`src/logic/pfd_map.svh`:
```
// register indices, field positions, reset values and codes of the
// pll status and fine delay register slice
// assumes APB byte addresses are four times the register index
`ifndef PFD_MAP_SVH
`define PFD_MAP_SVH

// register indices (byte address = index * 4)
`define PFD_IDX_THR 10'h01a
`define PFD_IDX_STATUS 10'h01f
`define PFD_IDX_BYPASS 10'h0a0
`define PFD_IDX_RAMP 10'h0a1
`define PFD_IDX_IRQ_ST 10'h0f0
`define PFD_IDX_IRQ_MASK 10'h0f1

// field positions
`define PFD_THR_BIT 6
`define PFD_BYP_BIT 0
`define PFD_CAP_HI 5
`define PFD_CAP_LO 3
`define PFD_CUR_HI 2
`define PFD_CUR_LO 0

// reset values
`define PFD_RST_THR 8'h00
`define PFD_RST_BYPASS 8'h01
`define PFD_RST_RAMP 8'h00
`define PFD_RST_IRQ 4'h0
`define PFD_RST_CAPS 3'h4
`define PFD_RST_DLY_BYP 1'b1

// capacitor counts by code
`define PFD_CAPS_4 3'h4
`define PFD_CAPS_3 3'h3
`define PFD_CAPS_2 3'h2
`define PFD_CAPS_1 3'h1

// full-scale weight per capacitor at the smallest ramp current
`define PFD_FS_PER_CAP 8'h30
// reset full scale equals four caps at the smallest current, so the
// output does not jump in the first cycle after reset
`define PFD_RST_FS 8'hc0

`endif

```
`src/logic/pfd_pkg.sv`:
```
// types shared by the pll status and fine delay register slice
// assumes pfd_map.svh supplies all numeric constants
package pfd_pkg;

	// monitor levels from the analog pll and reference monitors
	typedef struct packed {
		logic vco_above;
		logic second_ref_above;
		logic first_ref_above;
		logic pll_locked;
	} pfd_mon_t;

	// fine delay settings for the sixth_clock_output delay stage
	typedef struct packed {
		logic bypass;
		logic [2:0] cap_code;
		logic [2:0] cap_count;
		logic [2:0] current_sel;
		logic [7:0] full_scale;
	} pfd_dly_cfg_t;

	// apb slave phase, one-hot
	typedef enum logic [1:0] {
		ST_IDLE = 2'b01,
		ST_ACK = 2'b10
	} pfd_apb_st_t;

endpackage

```
`src/logic/pfd_regs.sv`:
```
// register slice: pll monitor status, reference threshold select and
// fine delay configuration of the sixth_clock_output, on APB
// assumes monitor inputs are synchronous to sys_clk
//
// Function
// RL1 - status reports 1 above the oscillator threshold, 0 below it.
// RL2 - the oscillator flag is bit 3 of read-only status register 0x01F.
// RL3 - status bit 2 is 1 when second_reference_input is above threshold.
// RL4 - status bit 1 is 1 when first_reference_input is above threshold.
// RL5 - both reference flags use the threshold picked by bit 6 of 0x01A.
// RL6 - status bit 0 shows the digital lock result, 1 locked, 0 unlocked.
// RL7 - the monitor status bits are read-only; writes do not change them.
// RL8 - bit 0 of register 0x0A0 set bypasses the fine delay stage.
// RL9 - bits 5:3 of 0x0A1 pick four, three or two ramp caps, four default; here code 7 gives one cap.
// RL10 - delay full scale follows from capacitor count and ramp current.
// RL11 - bits 2:0 of 0x0A1 hold the ramp current select of the delay.
//
// Our own choice: register access over APB.
`timescale 1ns/1ps
`include "pfd_map.svh"

module pfd_regs (
	input wire logic sys_clk,
	input wire logic srst,
	input wire logic psel,
	input wire logic penable,
	input wire logic pwrite,
	input wire logic [11:0] paddr,
	input wire logic [31:0] pwdata,
	output logic [31:0] prdata,
	output logic pready,
	output logic pslverr,
	input wire pfd_pkg::pfd_mon_t mon_in,
	output logic ref_thr_sel,
	output pfd_pkg::pfd_dly_cfg_t dly_cfg,
	output logic irq
);
	import pfd_pkg::*;

	// byte address of a register index
	function automatic logic [11:0] pfd_addr(input logic [9:0] idx);
		pfd_addr = {idx, 2'b00};
	endfunction

	// capacitor count for a capacitor code
	function automatic logic [2:0] pfd_caps(input logic [2:0] code);
		case (code)
			3'h0: pfd_caps = `PFD_CAPS_4;
			3'h1, 3'h2, 3'h4: pfd_caps = `PFD_CAPS_3;
			3'h3, 3'h5, 3'h6: pfd_caps = `PFD_CAPS_2;
			default: pfd_caps = `PFD_CAPS_1;
		endcase
	endfunction

	// full scale grows with capacitance and shrinks with ramp current
	function automatic logic [7:0] pfd_fs(input logic [2:0] caps,
		input logic [2:0] cur);
		logic [10:0] num;
		logic [3:0] den;
		num = {8'h00, caps} * {3'h0, `PFD_FS_PER_CAP};
		den = {1'b0, cur} + 4'h1;
		pfd_fs = 8'(num / {7'h00, den});
	endfunction

	pfd_apb_st_t state_ff, nxt_state;
	logic [31:0] prdata_ff, nxt_prdata;
	logic pready_ff, nxt_pready;
	logic pslverr_ff, nxt_pslverr;
	logic [7:0] thr_ff, nxt_thr;
	logic [7:0] byp_ff, nxt_byp;
	logic [7:0] ramp_ff, nxt_ramp;
	logic [3:0] irq_st_ff, nxt_irq_st;
	logic [3:0] irq_mask_ff, nxt_irq_mask;
	logic irq_ff, nxt_irq;
	pfd_mon_t mon_ff, nxt_mon;
	pfd_dly_cfg_t dly_ff, nxt_dly;
	logic ref_thr_ff, nxt_ref_thr;
	logic hit;
	logic [31:0] rd_val;
	logic wr_fire;
	logic [3:0] mon_ev;

	// address decode and read mux on the address held by the master
	always_comb begin
		hit = 1'b1;
		rd_val = 32'h0000_0000;
		if (paddr == pfd_addr(`PFD_IDX_THR)) begin
			rd_val = {24'h00_0000, thr_ff};
		end else if (paddr == pfd_addr(`PFD_IDX_STATUS)) begin
			rd_val = {28'h000_0000, mon_ff}; // RL2 RL3 RL4 RL6
		end else if (paddr == pfd_addr(`PFD_IDX_BYPASS)) begin
			rd_val = {24'h00_0000, byp_ff};
		end else if (paddr == pfd_addr(`PFD_IDX_RAMP)) begin
			rd_val = {24'h00_0000, ramp_ff};
		end else if (paddr == pfd_addr(`PFD_IDX_IRQ_ST)) begin
			rd_val = {28'h000_0000, irq_st_ff};
		end else if (paddr == pfd_addr(`PFD_IDX_IRQ_MASK)) begin
			rd_val = {28'h000_0000, irq_mask_ff};
		end else begin
			hit = 1'b0;
		end
	end

	// apb phase: answer one cycle after setup so that every bus output
	// comes from a flip-flop, still with no wait state in the access phase
	always_comb begin
		nxt_state = state_ff;
		nxt_prdata = prdata_ff;
		nxt_pready = 1'b0;
		nxt_pslverr = 1'b0;
		case (state_ff)
			ST_IDLE: begin
				if (psel && !penable) begin
					nxt_state = ST_ACK;
					nxt_pready = 1'b1;
					nxt_prdata = pwrite ? 32'h0000_0000 : rd_val;
					nxt_pslverr = !hit;
				end
			end
			ST_ACK: begin
				nxt_state = ST_IDLE;
			end
			default: begin
				nxt_state = ST_IDLE;
			end
		endcase
	end

	assign wr_fire = (state_ff == ST_ACK) && psel && penable && pwrite;

	// writable registers; the status register has no write path
	always_comb begin
		nxt_thr = thr_ff;
		nxt_byp = byp_ff;
		nxt_ramp = ramp_ff;
		nxt_irq_mask = irq_mask_ff;
		if (wr_fire) begin
			if (paddr == pfd_addr(`PFD_IDX_THR)) begin
				nxt_thr = pwdata[7:0];
			end else if (paddr == pfd_addr(`PFD_IDX_BYPASS)) begin
				nxt_byp = pwdata[7:0]; // RL8
			end else if (paddr == pfd_addr(`PFD_IDX_RAMP)) begin
				nxt_ramp = pwdata[7:0]; // RL9 RL11
			end else if (paddr == pfd_addr(`PFD_IDX_IRQ_MASK)) begin
				nxt_irq_mask = pwdata[3:0];
			end
		end
	end

	// monitor sampling; a status write never reaches these flops
	always_comb begin
		nxt_mon = mon_in; // RL1 RL3 RL4 RL6 RL7
		nxt_ref_thr = thr_ff[`PFD_THR_BIT]; // RL5
	end

	// any change of a monitor level is an event; set beats clear
	assign mon_ev = mon_in ^ mon_ff;
	always_comb begin
		nxt_irq_st = irq_st_ff;
		if (wr_fire && paddr == pfd_addr(`PFD_IDX_IRQ_ST)) begin
			nxt_irq_st = irq_st_ff & ~pwdata[3:0];
		end
		nxt_irq_st = nxt_irq_st | mon_ev;
		nxt_irq = |(irq_st_ff & irq_mask_ff);
	end

	// delay stage settings decoded from the configuration registers
	always_comb begin
		nxt_dly.bypass = byp_ff[`PFD_BYP_BIT]; // RL8
		nxt_dly.cap_code = ramp_ff[`PFD_CAP_HI:`PFD_CAP_LO];
		nxt_dly.cap_count = pfd_caps(ramp_ff[`PFD_CAP_HI:`PFD_CAP_LO]); // RL9
		nxt_dly.current_sel = ramp_ff[`PFD_CUR_HI:`PFD_CUR_LO]; // RL11
		nxt_dly.full_scale = pfd_fs(
			pfd_caps(ramp_ff[`PFD_CAP_HI:`PFD_CAP_LO]),
			ramp_ff[`PFD_CUR_HI:`PFD_CUR_LO]); // RL10
	end

	// all state registers
	always_ff @(posedge sys_clk) begin
		if (srst) begin
			state_ff <= ST_IDLE;
			prdata_ff <= 32'h0000_0000;
			pready_ff <= 1'b0;
			pslverr_ff <= 1'b0;
			thr_ff <= `PFD_RST_THR;
			byp_ff <= `PFD_RST_BYPASS;
			ramp_ff <= `PFD_RST_RAMP;
			irq_st_ff <= `PFD_RST_IRQ;
			irq_mask_ff <= `PFD_RST_IRQ;
			irq_ff <= 1'b0;
			mon_ff <= '0;
			ref_thr_ff <= 1'b0;
			dly_ff.bypass <= `PFD_RST_DLY_BYP;
			dly_ff.cap_code <= 3'h0;
			dly_ff.cap_count <= `PFD_RST_CAPS;
			dly_ff.current_sel <= 3'h0;
			dly_ff.full_scale <= `PFD_RST_FS;
		end else begin
			state_ff <= nxt_state;
			prdata_ff <= nxt_prdata;
			pready_ff <= nxt_pready;
			pslverr_ff <= nxt_pslverr;
			thr_ff <= nxt_thr;
			byp_ff <= nxt_byp;
			ramp_ff <= nxt_ramp;
			irq_st_ff <= nxt_irq_st;
			irq_mask_ff <= nxt_irq_mask;
			irq_ff <= nxt_irq;
			mon_ff <= nxt_mon;
			ref_thr_ff <= nxt_ref_thr;
			dly_ff <= nxt_dly;
		end
	end

	assign prdata = prdata_ff;
	assign pready = pready_ff;
	assign pslverr = pslverr_ff;
	assign ref_thr_sel = ref_thr_ff;
	assign dly_cfg = dly_ff;
	assign irq = irq_ff;
endmodule

```
`config.mk`:
```
export PLATFORM = sky130hd
export DESIGN_NAME = pfd_regs
export DESIGN_NICKNAME = d
export VERILOG_FILES = /design/src/logic/pfd_pkg.sv /design/src/logic/pfd_regs.sv
export VERILOG_INCLUDE_DIRS = /design/src /design/src/logic
export SDC_FILE = /design/constraint.sdc
export NUM_CORES = 1
export LEC_CHECK = 0
export ABC_AREA = 1
export BUFFER_PORTS_ARGS = -buffer_cell sky130_fd_sc_hd__clkbuf_2
export CELL_PAD_IN_SITES_DETAIL_PLACEMENT = 1
export CELL_PAD_IN_SITES_GLOBAL_PLACEMENT = 1
export CORE_MARGIN = 8
export CORE_UTILIZATION = 44
export CTS_BUF_LIST = sky130_fd_sc_hd__clkbuf_2 sky130_fd_sc_hd__clkbuf_4 sky130_fd_sc_hd__clkbuf_8
export DETAILED_ROUTE_END_ITERATION = 12
export GPL_ROUTABILITY_DRIVEN = 0
export PLACE_DENSITY = 0.89
export SLEW_MARGIN = 20
export SYNTH_ARGS = -nofsm -noshare
export SYNTH_HDL_FRONTEND = slang
export SYNTH_SLANG_ARGS = --single-unit
```
`constraint.sdc`:
```
create_clock -name sys_clk -period 38.8 [get_ports sys_clk]
set_clock_uncertainty 0.2 [all_clocks]
set_input_delay 7.76 -clock sys_clk [delete_from_list [all_inputs] [get_ports sys_clk]]
set_output_delay 7.76 -clock sys_clk [all_outputs]
set_load 0.02 [all_outputs]
```
======== Yosys cells after proc, flatten, opt, wreduce, memory -nomap -nowiden ========
Index checks and enable logic that the tools add are counted.
word-level totals
  input port bits ......................... 53
  output and inout port bits .............. 54
  register bits after elaboration ......... 92
  word-level logic and storage cells ...... 81
operators by class
  equality and inequality tests ........... 14
  bitwise logic cells ..................... 10
  muxes and demuxes ....................... 16
  div/mod/pow operators ................... 1
  $mul .................................... 1
  add/sub/neg operators ................... 1
  reductions and logical operators ........ 18
operators with widths
  operator              count
  $eq 12x10->1 const B  4
  $mux 32               1
  $mux 8                4
  $eq 12x7->1 const B   2
  $mux 4                3
  $div 9x4->11          1
  $eq 3x3->1 const B    3
  $pmux 3 s3            1
  $reduce_or 3->1       3
  $and 4x4->4           2
  $mux 1                7
  $eq 3x2->1 const B    2
  $logic_and 1x1->1     5
  $mul 3x2->5 const B   1
  $not 1->1             5
  $reduce_and 5->1      1
  $add 3x1->4 const B   1
  $not 4->4             1
  $or 4x4->4            1
  $reduce_and 2->1      2
  $reduce_and 4->1      1
  $reduce_or 4->1       1
  $xor 4x4->4           1
  $eq 3x1->1 const B    1
  other kinds (6)       7

======== Logic depth before layout (Yosys ltp) ========
Gate-level depths: netlist of run 1.
  depth in word-level cells ............... 8
  mapped depth ............................ 98
  gate-level depth less buffers ........... 97

======== Worst setup path before layout of run 1 ========
No wires, ideal clock.
  kind .................................... register to register
  start point ............................. register ramp_ff[0]
  end point ............................... register dly_ff (netlist bit dly_cfg[0])
  slack ................................... 25.921 ns
  stages on the path, launching flop included .. 91
  buffers on the path ..................... 1
  period minus slack after synthesis ...... 12.879 ns
  required time ........................... 38.468 ns
  data arrival time ....................... 12.547 ns
  library setup time ...................... 0.132 ns
  cells stage by stage .................... dfxtp_1 -> ha_1 -> inv_1 -> nand2_1 -> nand2_1 -> nand3_2 -> inv_2 -> ha_1 -> nand2_1 -> nand2_1 -> nand2_2 -> nor2_4 -> ha_1 -> nand2_1 -> nand3_1 -> nand2_1 -> a21oi_1 -> nand2_1 -> [... 55 more ...] -> ha_1 -> a21oi_1 -> nand2_1 -> a21oi_1 -> nand3_2 -> nor2_4 -> nand3_4 -> nand2_1 -> inv_1 -> ha_1 -> a211o_1 -> a21o_1 -> a21oi_1 -> nand2_1 -> a31oi_1 -> nand3_1 -> nor2_1 -> a21oi_1
on the way
  word-level cells in the longest chain between the ends .. 2
ends and longest elaborated chain
  what                    line             text
  from (decl)             pfd_regs.sv:71   logic [7:0] ramp_ff, nxt_ramp;
  from (signal assigned)  pfd_regs.sv:187  ramp_ff <= `PFD_RST_RAMP;
  from (signal assigned)  pfd_regs.sv:205  ramp_ff <= nxt_ramp;
  $add 3x1->4             pfd_regs.sv:61   den = {1'b0, cur} + 4'h1;
  $div 9x4->11            pfd_regs.sv:62   pfd_fs = 8'(num / {7'h00, den});
  to (signal assigned)    pfd_regs.sv:211  dly_ff <= nxt_dly;
  to (decl)               pfd_regs.sv:76   pfd_dly_cfg_t dly_ff, nxt_dly;
Every way passes these cells.
A chain may end at the register's enable or synchronous reset.

======== Worst setup path after layout of run 1 ========
  start point ............................. register ramp_ff[1]
  end point ............................... register dly_ff (netlist bit dly_cfg[0])
Same word-level chain as after synthesis.

==> results of run 1 <==
## critical path: cells and delay by family (launching register included)
family          cells  cell delay [ns]
simple gates       40             5.33
compound gates     28             5.28
fa+ha+maj          11             3.53
buf+inv            10             1.03
flops               1             0.51
## flip-flops by register name (all words and copies together) (netlist names)
| signal | flops |
|---|---|
| prdata | 8 |
| state_ff | 2 |
| dly_cfg | 18 |
| irq_mask_ff | 4 |
| thr_ff | 8 |
| mon_ff | 4 |
| pslverr | 1 |
| irq | 1 |
| byp_ff | 8 |
| pready | 1 |
| ref_thr_sel | 1 |
| ramp_ff | 8 |
| irq_st_ff | 4 |
## Yosys cell counts (12+ instances only)
library cell,number
nand2_1,148
inv_1,109
nor2_1,70
dfxtp_1,68
nand3_1,52
a21oi_1,40
ha_1,38
o21ai_0,34
buf_4,24
nand2_2,17
a211oi_1,15
inv_2,13
xor2_1,13
nand4_1,12
## through the flow
step | setup slack (ns) | utilization | std cells | hold WS, ns | area (um^2)
after CTS | 22.89 | 0.4880 | 984 | 0.2589 | 5813
after global placement | 24.19 | 0.4742 | 969 | 0.2363 | 5648
after floorplan | 25.92 | - | 801 | 0.2168 | 5414
after global routing | 21.35 | 0.4880 | 984 | 0.2749 | 5813
after detailed placement | 23.13 | 0.4742 | 969 | 0.2468 | 5648
final | 22.77 | 0.4880 | 984 | 0.2519 | 5813
## routing by layer
| layer | vias to the layer above | wire [um] | GRT usage |
|---|---|---|---|
| met5 | - | 0 | 0 |
| met4 | 0 | 446 | 0.09837 |
| met3 | 43 | 559 | 0.03291 |
| met2 | 118 | 8556 | 0.3838 |
| met1 | 2568 | 6476 | 0.2150 |
| li1 | 2621 | - | - |
## final cells by class
class	count	area, um^2
clock buffers	9	123.9
clock inverters	6	41.29
fillers	1643	6098
inverters	122	457.9
multi-input cells	573	3347
flip-flops and latches	68	1361
well taps	147	183.9
repair buffers	59	297.8
## path summary, 6_finish.rpt
check,cells past startpoint,end,startpoint,slack (ns)
max,89,dly_cfg[0]$_SDFF_PP0_,ramp_ff[1]$_SDFFE_PP0P_,22.77
min,2,thr_ff[3]$_SDFFE_PP0P_,thr_ff[3]$_SDFFE_PP0P_,0.25
max reg2reg,89,dly_cfg[0]$_SDFF_PP0_,ramp_ff[1]$_SDFFE_PP0P_,22.77
min reg2reg,2,thr_ff[3]$_SDFFE_PP0P_,thr_ff[3]$_SDFFE_PP0P_,0.25
## logic make-up (layout without fill, tap and decap cells)
kind of cell,Yosys count,after routing
buffers and inverters,160,196
DFF,68,68
other,1,26
and+or+nand+nor,349,349
adders and majority gates,38,38
xor gates and xnor gates,23,23
AOI/OAI and AO/OA,137,137
==> results.cfg, run 1 <==
[status]
status = finished, final reports clean

[clock_network]
clockBufferDepth = 2
clk_latency_ns = 0.37
clk_pin_slew_ns = 0.09
cts_hold_buf = 0
cts_resized = 0
cts.sinks = 68
cts.htree.levels = 3
cts-root-buf = clkbuf_8
cts_tree = done
cts_setup_buffers = 0
cts-buffers-inserted = 9

[route]
dr.pass1.iters = 4
dr_total_vias = 5350
wire_per_inst_um = 16.30
drtIter0Drc = 152
drc = 0
routed_wl_mm = 16.04
routed_via_density = 5.437
postRouteAntennaNets = 0

[yosys]
synth_compound_area_frac = 0.1599
synth_top_cell_area_share = 0.2559
synthesis.area_um2 = 5320
seq_area_frac_synth = 0.2559
synth_warnings = 0
yosysTopAreaCell = dfxtp_1
synth_xor_area_frac = 0.03786
ys_ff_latch = 68
syn_inst = 776
muxShareOfSynthArea = 0
synth_cell_type_count = 49
synth_ff_type = dfxtp_1
synthArstFlopShare = 0
syn_area_per_cell_um2 = 6.856
synth_top_family_by_area = simple AND/OR/NAND/NOR gates
synth_simple_gate_area_frac = 0.3236
synth_edf_count = 0
synth_top_cells_by_area = dfxtp_1 26%, nand2_1 10%, ha_1 8.9%
synthAdderAreaFrac = 0.08937

[place]
dp_hpwl_mm = 12.59
port_buffers = 58

[timing]
hold_violations = 0
tns_ns = 0
final_max_slew_viol_count = 0
finalCriticalPeriod_ns = 16.03
rsz0062_at_grt = false
max_slew.worst_pin.slew_ns = 1.024
period_share = 0.4132
fmaxAchievable_ghz = 0.06237
slew-limit-headroom = 0.3149
setup_viol = 0

[cells_and_area]
most-common-layout-cells = 148 x nand2_1, 109 x inv_1, 70 x nor2_1
layout.nets = 924
drive_above_1_share = 0.1673
n_antenna_cell = 0
layout.cells.most_common = nand2_1
syn2layout_area_growth_pct = 9.266

[floorplanning]
die_area_um2 = 15870
die_w_um = 126.0
start_util = 0.4466
ios = 107
core_region_area_um2 = 11910
num_rows = 40
die_h_um = 126.0

[critical_path]
path_common_cell = nand2_1
crit_path_top_delay_cell = dfxtp_1
end_kind = flip-flop
worst_setup_path_start_kind = flip-flop
crit_fanout = 14
worstPathRequired_ns = 38.81
cp.arrival_ns = 16.05
critPathKind = flip-flop to flip-flop
max_stage_delay_ns = 0.51

[global_route]
grt.overflow.total = 0
grtUsageTotal = 0.2036
antenna_found_initial = 0
grt_pass1_wl_mm = 26.99
grt_max_degree = 43
grt_pass1_vias = 5852

[min_path]
worstHoldPathType = flip-flop to flip-flop

[flow_run]
cap_violations = 0
Power of run 1 is left out: the tool's default activity adds up to more than one toggle a clock period on the data nets, which glitch-free logic cannot reach.
==> run 2: changes to the inputs <==
--- a/config.mk
+++ b/config.mk
@@ -11,11 +11,11 @@
 export CELL_PAD_IN_SITES_DETAIL_PLACEMENT = 1
 export CELL_PAD_IN_SITES_GLOBAL_PLACEMENT = 1
 export CORE_MARGIN = 8
-export CORE_UTILIZATION = 44
+export CORE_UTILIZATION = 41
 export CTS_BUF_LIST = sky130_fd_sc_hd__clkbuf_2 sky130_fd_sc_hd__clkbuf_4 sky130_fd_sc_hd__clkbuf_8
 export DETAILED_ROUTE_END_ITERATION = 12
 export GPL_ROUTABILITY_DRIVEN = 0
-export PLACE_DENSITY = 0.89
+export PLACE_DENSITY = 0.84
 export SLEW_MARGIN = 20
 export SYNTH_ARGS = -nofsm -noshare
 export SYNTH_HDL_FRONTEND = slang
==> constraint.sdc (replaced) <==
create_clock -name sys_clk -period 16.5 [get_ports sys_clk]
set_clock_uncertainty 0.2 [all_clocks]
set_input_delay 3.3 -clock sys_clk [delete_from_list [all_inputs] [get_ports sys_clk]]
set_output_delay 3.3 -clock sys_clk [all_outputs]
set_load 0.02 [all_outputs]
==> run 2 against run 1 <==
Net effect:
- largest cell class unchanged
- critical path depth increased by 6
- sequential share of layout area decreased by 0.54 points
- die area increased by 6.4%
- global-route usage decreased by 1.9 points
==> results.cfg, run 2 (synthesis gave the netlist of run 1 again) <==
[critical_path]
crit_fanout = 14
regToRegSetupSlack_ns = 1.73
end_kind = flip-flop
max_stage_delay_ns = 0.40
crit_path_top_delay_cell = dfxtp_1
critPathKind = flip-flop to flip-flop
worst_setup_path_start_kind = flip-flop
cp.arrival_ns = 14.79
path_common_cell = nand2_1
worstPathRequired_ns = 16.52

[floorplanning]
num_rows = 41
start_util = 0.4199
die_h_um = 129.9
die_w_um = 129.9
ios = 107
die_area_um2 = 16880
core_region_area_um2 = 12670

[route]
routed_via_density = 5.041
drc = 0
routed_wl_mm = 14.93
wire_per_inst_um = 14.76
drtIter0Drc = 235
postRouteAntennaNets = 0
dr.pass1.iters = 4
dr_total_vias = 5096

[clock_network]
cts-buffers-inserted = 9
cts.htree.levels = 3
cts_resized = 0
cts_hold_buf = 0
cts.sinks = 68
cts_tree = done
cts-root-buf = clkbuf_8
clockBufferDepth = 2
clk_latency_ns = 0.37
clk_pin_slew_ns = 0.09
cts_setup_buffers = 0

[global_route]
grt_pass1_wl_mm = 24.94
grtUsageTotal = 0.1842
grt_pass1_vias = 5319
grt_max_degree = 43
antenna_found_initial = 0
grt.overflow.total = 0

[status]
status = finished, final reports clean

[cells_and_area]
largest_reg_flops = 18
most-common-layout-cells = 148 x nand2_1, 108 x inv_1, 70 x nor2_1
syn2layout_area_growth_pct = 11.85
drive_above_1_share = 0.1740
layout.cells.most_common = nand2_1
layout.nets = 925
n_antenna_cell = 0

[flow_run]
cap_violations = 0

[place]
dp_hpwl_mm = 11.67
port_buffers = 58

[timing]
period_share = 0.8950
final_max_slew_viol_count = 0
max_slew.worst_pin.slew_ns = 1.001
setup_viol = 0
fmaxAchievable_ghz = 0.06771
tns_ns = 0
slew-limit-headroom = 0.3302
hold_violations = 0
rsz0062_at_grt = false
finalCriticalPeriod_ns = 14.77

[min_path]
worstHoldPathType = flip-flop to flip-flop
## run 2: cell type report
class / count / area (um^2)
clock buffer: 9 / 123.9
clock inverter: 7 / 130.1
fill: 1748 / 6720
inverter: 122 / 457.9
multi-input combinational: 573 / 3357
sequential: 68 / 1361
tap: 172 / 215.2
timing repair buffer: 60 / 305.3
## run 2: final timing paths
check	start	to	cells past startpoint
worst max register to register	ramp_ff[4]$_SDFFE_PP0P_	dly_cfg[0]$_SDFF_PP0_	95
worst min-delay path	thr_ff[3]$_SDFFE_PP0P_	thr_ff[3]$_SDFFE_PP0P_	2
worst max-delay path	ramp_ff[4]$_SDFFE_PP0P_	dly_cfg[0]$_SDFF_PP0_	95
worst min register to register	thr_ff[3]$_SDFFE_PP0P_	thr_ff[3]$_SDFFE_PP0P_	2
## run 2: per-layer routing
metal	up-vias	global-route usage	wire [um]
met5	-	0	0
met4	0	0.04645	170
met3	14	0.03835	441
met2	70	0.3455	7755
met1	2388	0.2065	6560
li1	2624	-	-
## run 2: critical path, delay by kind of cell, from the launching register on
family          cells  cell delay, ns
simple gates       44            5.14
buf+inv            11            0.86
fa+ha+maj          11            3.14
flops               1            0.40
compound gates     29            4.76
## run 2: metrics by stage
| step | cell area [um^2] | setup slack, ns | std cells | hold slack, ns | util |
|---|---|---|---|---|---|
| final | 5951 | 1.732 | 1011 | 0.2530 | 0.4696 |
| after CTS | 5941 | 1.245 | 1011 | 0.2581 | 0.4688 |
| after detailed placement | 5687 | 1.371 | 995 | 0.2437 | 0.4488 |
| after global routing | 5951 | 0.05907 | 1011 | 0.2680 | 0.4696 |
| after global placement | 5687 | 1.712 | 995 | 0.2344 | 0.4488 |
| after floorplan | 5414 | 3.621 | 801 | 0.2168 | - |
Power of run 2 is left out for the same reason.
==> run 3: changes to the inputs <==
--- a/config.mk
+++ b/config.mk
@@ -11,11 +11,11 @@
 export CELL_PAD_IN_SITES_DETAIL_PLACEMENT = 1
 export CELL_PAD_IN_SITES_GLOBAL_PLACEMENT = 1
 export CORE_MARGIN = 8
-export CORE_UTILIZATION = 41
+export CORE_UTILIZATION = 44
 export CTS_BUF_LIST = sky130_fd_sc_hd__clkbuf_2 sky130_fd_sc_hd__clkbuf_4 sky130_fd_sc_hd__clkbuf_8
 export DETAILED_ROUTE_END_ITERATION = 12
 export GPL_ROUTABILITY_DRIVEN = 0
-export PLACE_DENSITY = 0.84
+export PLACE_DENSITY = 0.89
 export SLEW_MARGIN = 20
 export SYNTH_ARGS = -nofsm -noshare
 export SYNTH_HDL_FRONTEND = slang
==> constraint.sdc (replaced) <==
create_clock -name sys_clk -period 17.05 [get_ports sys_clk]
set_clock_uncertainty 0.2 [all_clocks]
set_input_delay 3.41 -clock sys_clk [delete_from_list [all_inputs] [get_ports sys_clk]]
set_output_delay 3.41 -clock sys_clk [all_outputs]
set_load 0.02 [all_outputs]
==> run 3 against run 2 <==
Net effect:
- final area decreased by 2.2%
- final cell count down 2.7%
- sequential share of layout area rose by 0.51 points
- hold slack better by 0.0067 ns
- register-to-register slack got worse by 0.26 ns
- critical path type unchanged
==> results.cfg, run 3 (synthesis gave the netlist of run 1 again) <==
[route]
drc = 0
wire_per_inst_um = 15.89
routed_wl_mm = 15.64
dr_total_vias = 5280
routed_via_density = 5.366
dr.pass1.iters = 4
postRouteAntennaNets = 0
drtIter0Drc = 184

[critical_path]
crit_path_top_delay_cell = dfxtp_1
max_stage_delay_ns = 0.40
regToRegSetupSlack_ns = 1.48
end_kind = flip-flop
critPathKind = flip-flop to flip-flop
timing.rr.start = ramp_ff[4]$_SDFFE_PP0P_
r2r_end = dly_cfg[0]$_SDFF_PP0_
worst_setup_path_start_kind = flip-flop
rr_worst_depth = 94
cp.arrival_ns = 15.59
crit_fanout = 14
path_common_cell = nand2_1
worstPathRequired_ns = 17.06

[cells_and_area]
fillers = 1616
layout.nets = 924
largest_reg_flops = 18
multi_input_area_um2 = 3356
most-common-layout-cells = 147 x nand2_1, 109 x inv_1, 70 x nor2_1
seq_area_um2 = 1361
fin_cells = 984
drive_above_1_share = 0.1708
syn2layout_area_growth_pct = 9.431
layout.cells.most_common = nand2_1
n_antenna_cell = 0

[place]
dp_cells = 969
port_buffers = 58
dp_hpwl_mm = 12.37

[status]
status = finished, final reports clean

[timing]
period_share = 0.9134
hold_violations = 0
setup_viol = 0
slew-limit-headroom = 0.3116
whs_ns = 0.2597
fmaxAchievable_ghz = 0.06421
finalCriticalPeriod_ns = 15.57
rsz0062_at_grt = false
final_max_slew_viol_count = 0
max_slew.worst_pin.slew_ns = 1.029
tns_ns = 0

[floorplanning]
die_w_um = 126.0
die_h_um = 126.0
die_area_um2 = 15870
num_rows = 40
ios = 107
core_region_area_um2 = 11910
start_util = 0.4466

[global_route]
grtUsageTotal = 0.1989
grt_pass1_vias = 5715
antenna_found_initial = 0
grt_max_degree = 43
grt_pass1_wl_mm = 26.38
grt.overflow.total = 0

[min_path]
hold_depth = 2
hold_path_end = thr_ff[3]$_SDFFE_PP0P_
holdCritStartpoint = thr_ff[3]$_SDFFE_PP0P_
worstHoldPathType = flip-flop to flip-flop

[clock_network]
cts-buffers-inserted = 9
clk_latency_ns = 0.37
cts_hold_buf = 0
cts.sinks = 68
cts_tree = done
clk_pin_slew_ns = 0.08
cts-root-buf = clkbuf_8
clockBufferDepth = 2
cts.htree.levels = 3

[flow_run]
cap_violations = 0
==> run 3: cell types whose count changed in the layout (fill, tap and decap cells not counted), sizes merged <==
cell	delta
buf	-1
bufinv	-3
clkinv	+1
clkinvlp	+3
inv	-2
==> run 3: layout make-up <==
class | count | share of cell area
clock inverter | 6 | 0.007092
multi-input combinational | 573 | 0.5764
tap | 147 | 0.03159
inverter | 122 | 0.07866
clock buffer | 9 | 0.02128
timing repair buffer | 59 | 0.05115
sequential | 68 | 0.2338
==> run 3: per-layer routing <==
layer	wire length, um	track usage
met5	0	0
met4	456	0.1019
met3	444	0.03671
met2	8208	0.3680
met1	6524	0.2108
==> run 3: critical path, delay by kind of cell (launching register included) <==
family                   cells  cell delay, ns
buffers and inverters       11            1.05
flip-flops                   1            0.40
AND/OR/NAND/NOR             44            5.38
AO/OA/AOI/OAI               28            5.14
adder cells (fa/ha/maj)     11            3.19
==> run 3: what timing repair did <==
action	4_1_cts	5_1_grt
resized for setup	0	3
endpoints found under the setup margin	0	1
setup buffers	0	0
==> run 3: how the worst max path moves through the flow <==
stage / startpoint / endpoint / slack (ns) / depth (start not counted)
2_1_floorplan: ramp_ff[0]$_SDFFE_PP0P_ / dly_cfg[0]$_SDFF_PP0_ / 4.17 / 90
3_3_place_gp: ramp_ff[1]$_SDFFE_PP0P_ / dly_cfg[0]$_SDFF_PP0_ / 2.44 / 89
3_5_place_dp: ramp_ff[1]$_SDFFE_PP0P_ / dly_cfg[0]$_SDFF_PP0_ / 1.44 / 89
4_1_cts: ramp_ff[1]$_SDFFE_PP0P_ / dly_cfg[0]$_SDFF_PP0_ / 1.28 / 89
5_1_grt: ramp_ff[4]$_SDFFE_PP0P_ / dly_cfg[0]$_SDFF_PP0_ / 0.10 / 94
6_report: ramp_ff[4]$_SDFFE_PP0P_ / dly_cfg[0]$_SDFF_PP0_ / 1.48 / 94
==> run 3: per-stage QoR <==
| step | area [um^2] | setup slack (ns) | util |
|---|---|---|---|
| after floorplan | 5414 | 4.171 | - |
| after global placement | 5648 | 2.437 | 0.4742 |
| after detailed placement | 5648 | 1.437 | 0.4742 |
| after CTS | 5813 | 1.276 | 0.4880 |
| after global routing | 5822 | 0.1008 | 0.4888 |
| final | 5822 | 1.476 | 0.4888 |
Power of run 3 is left out for the same reason.
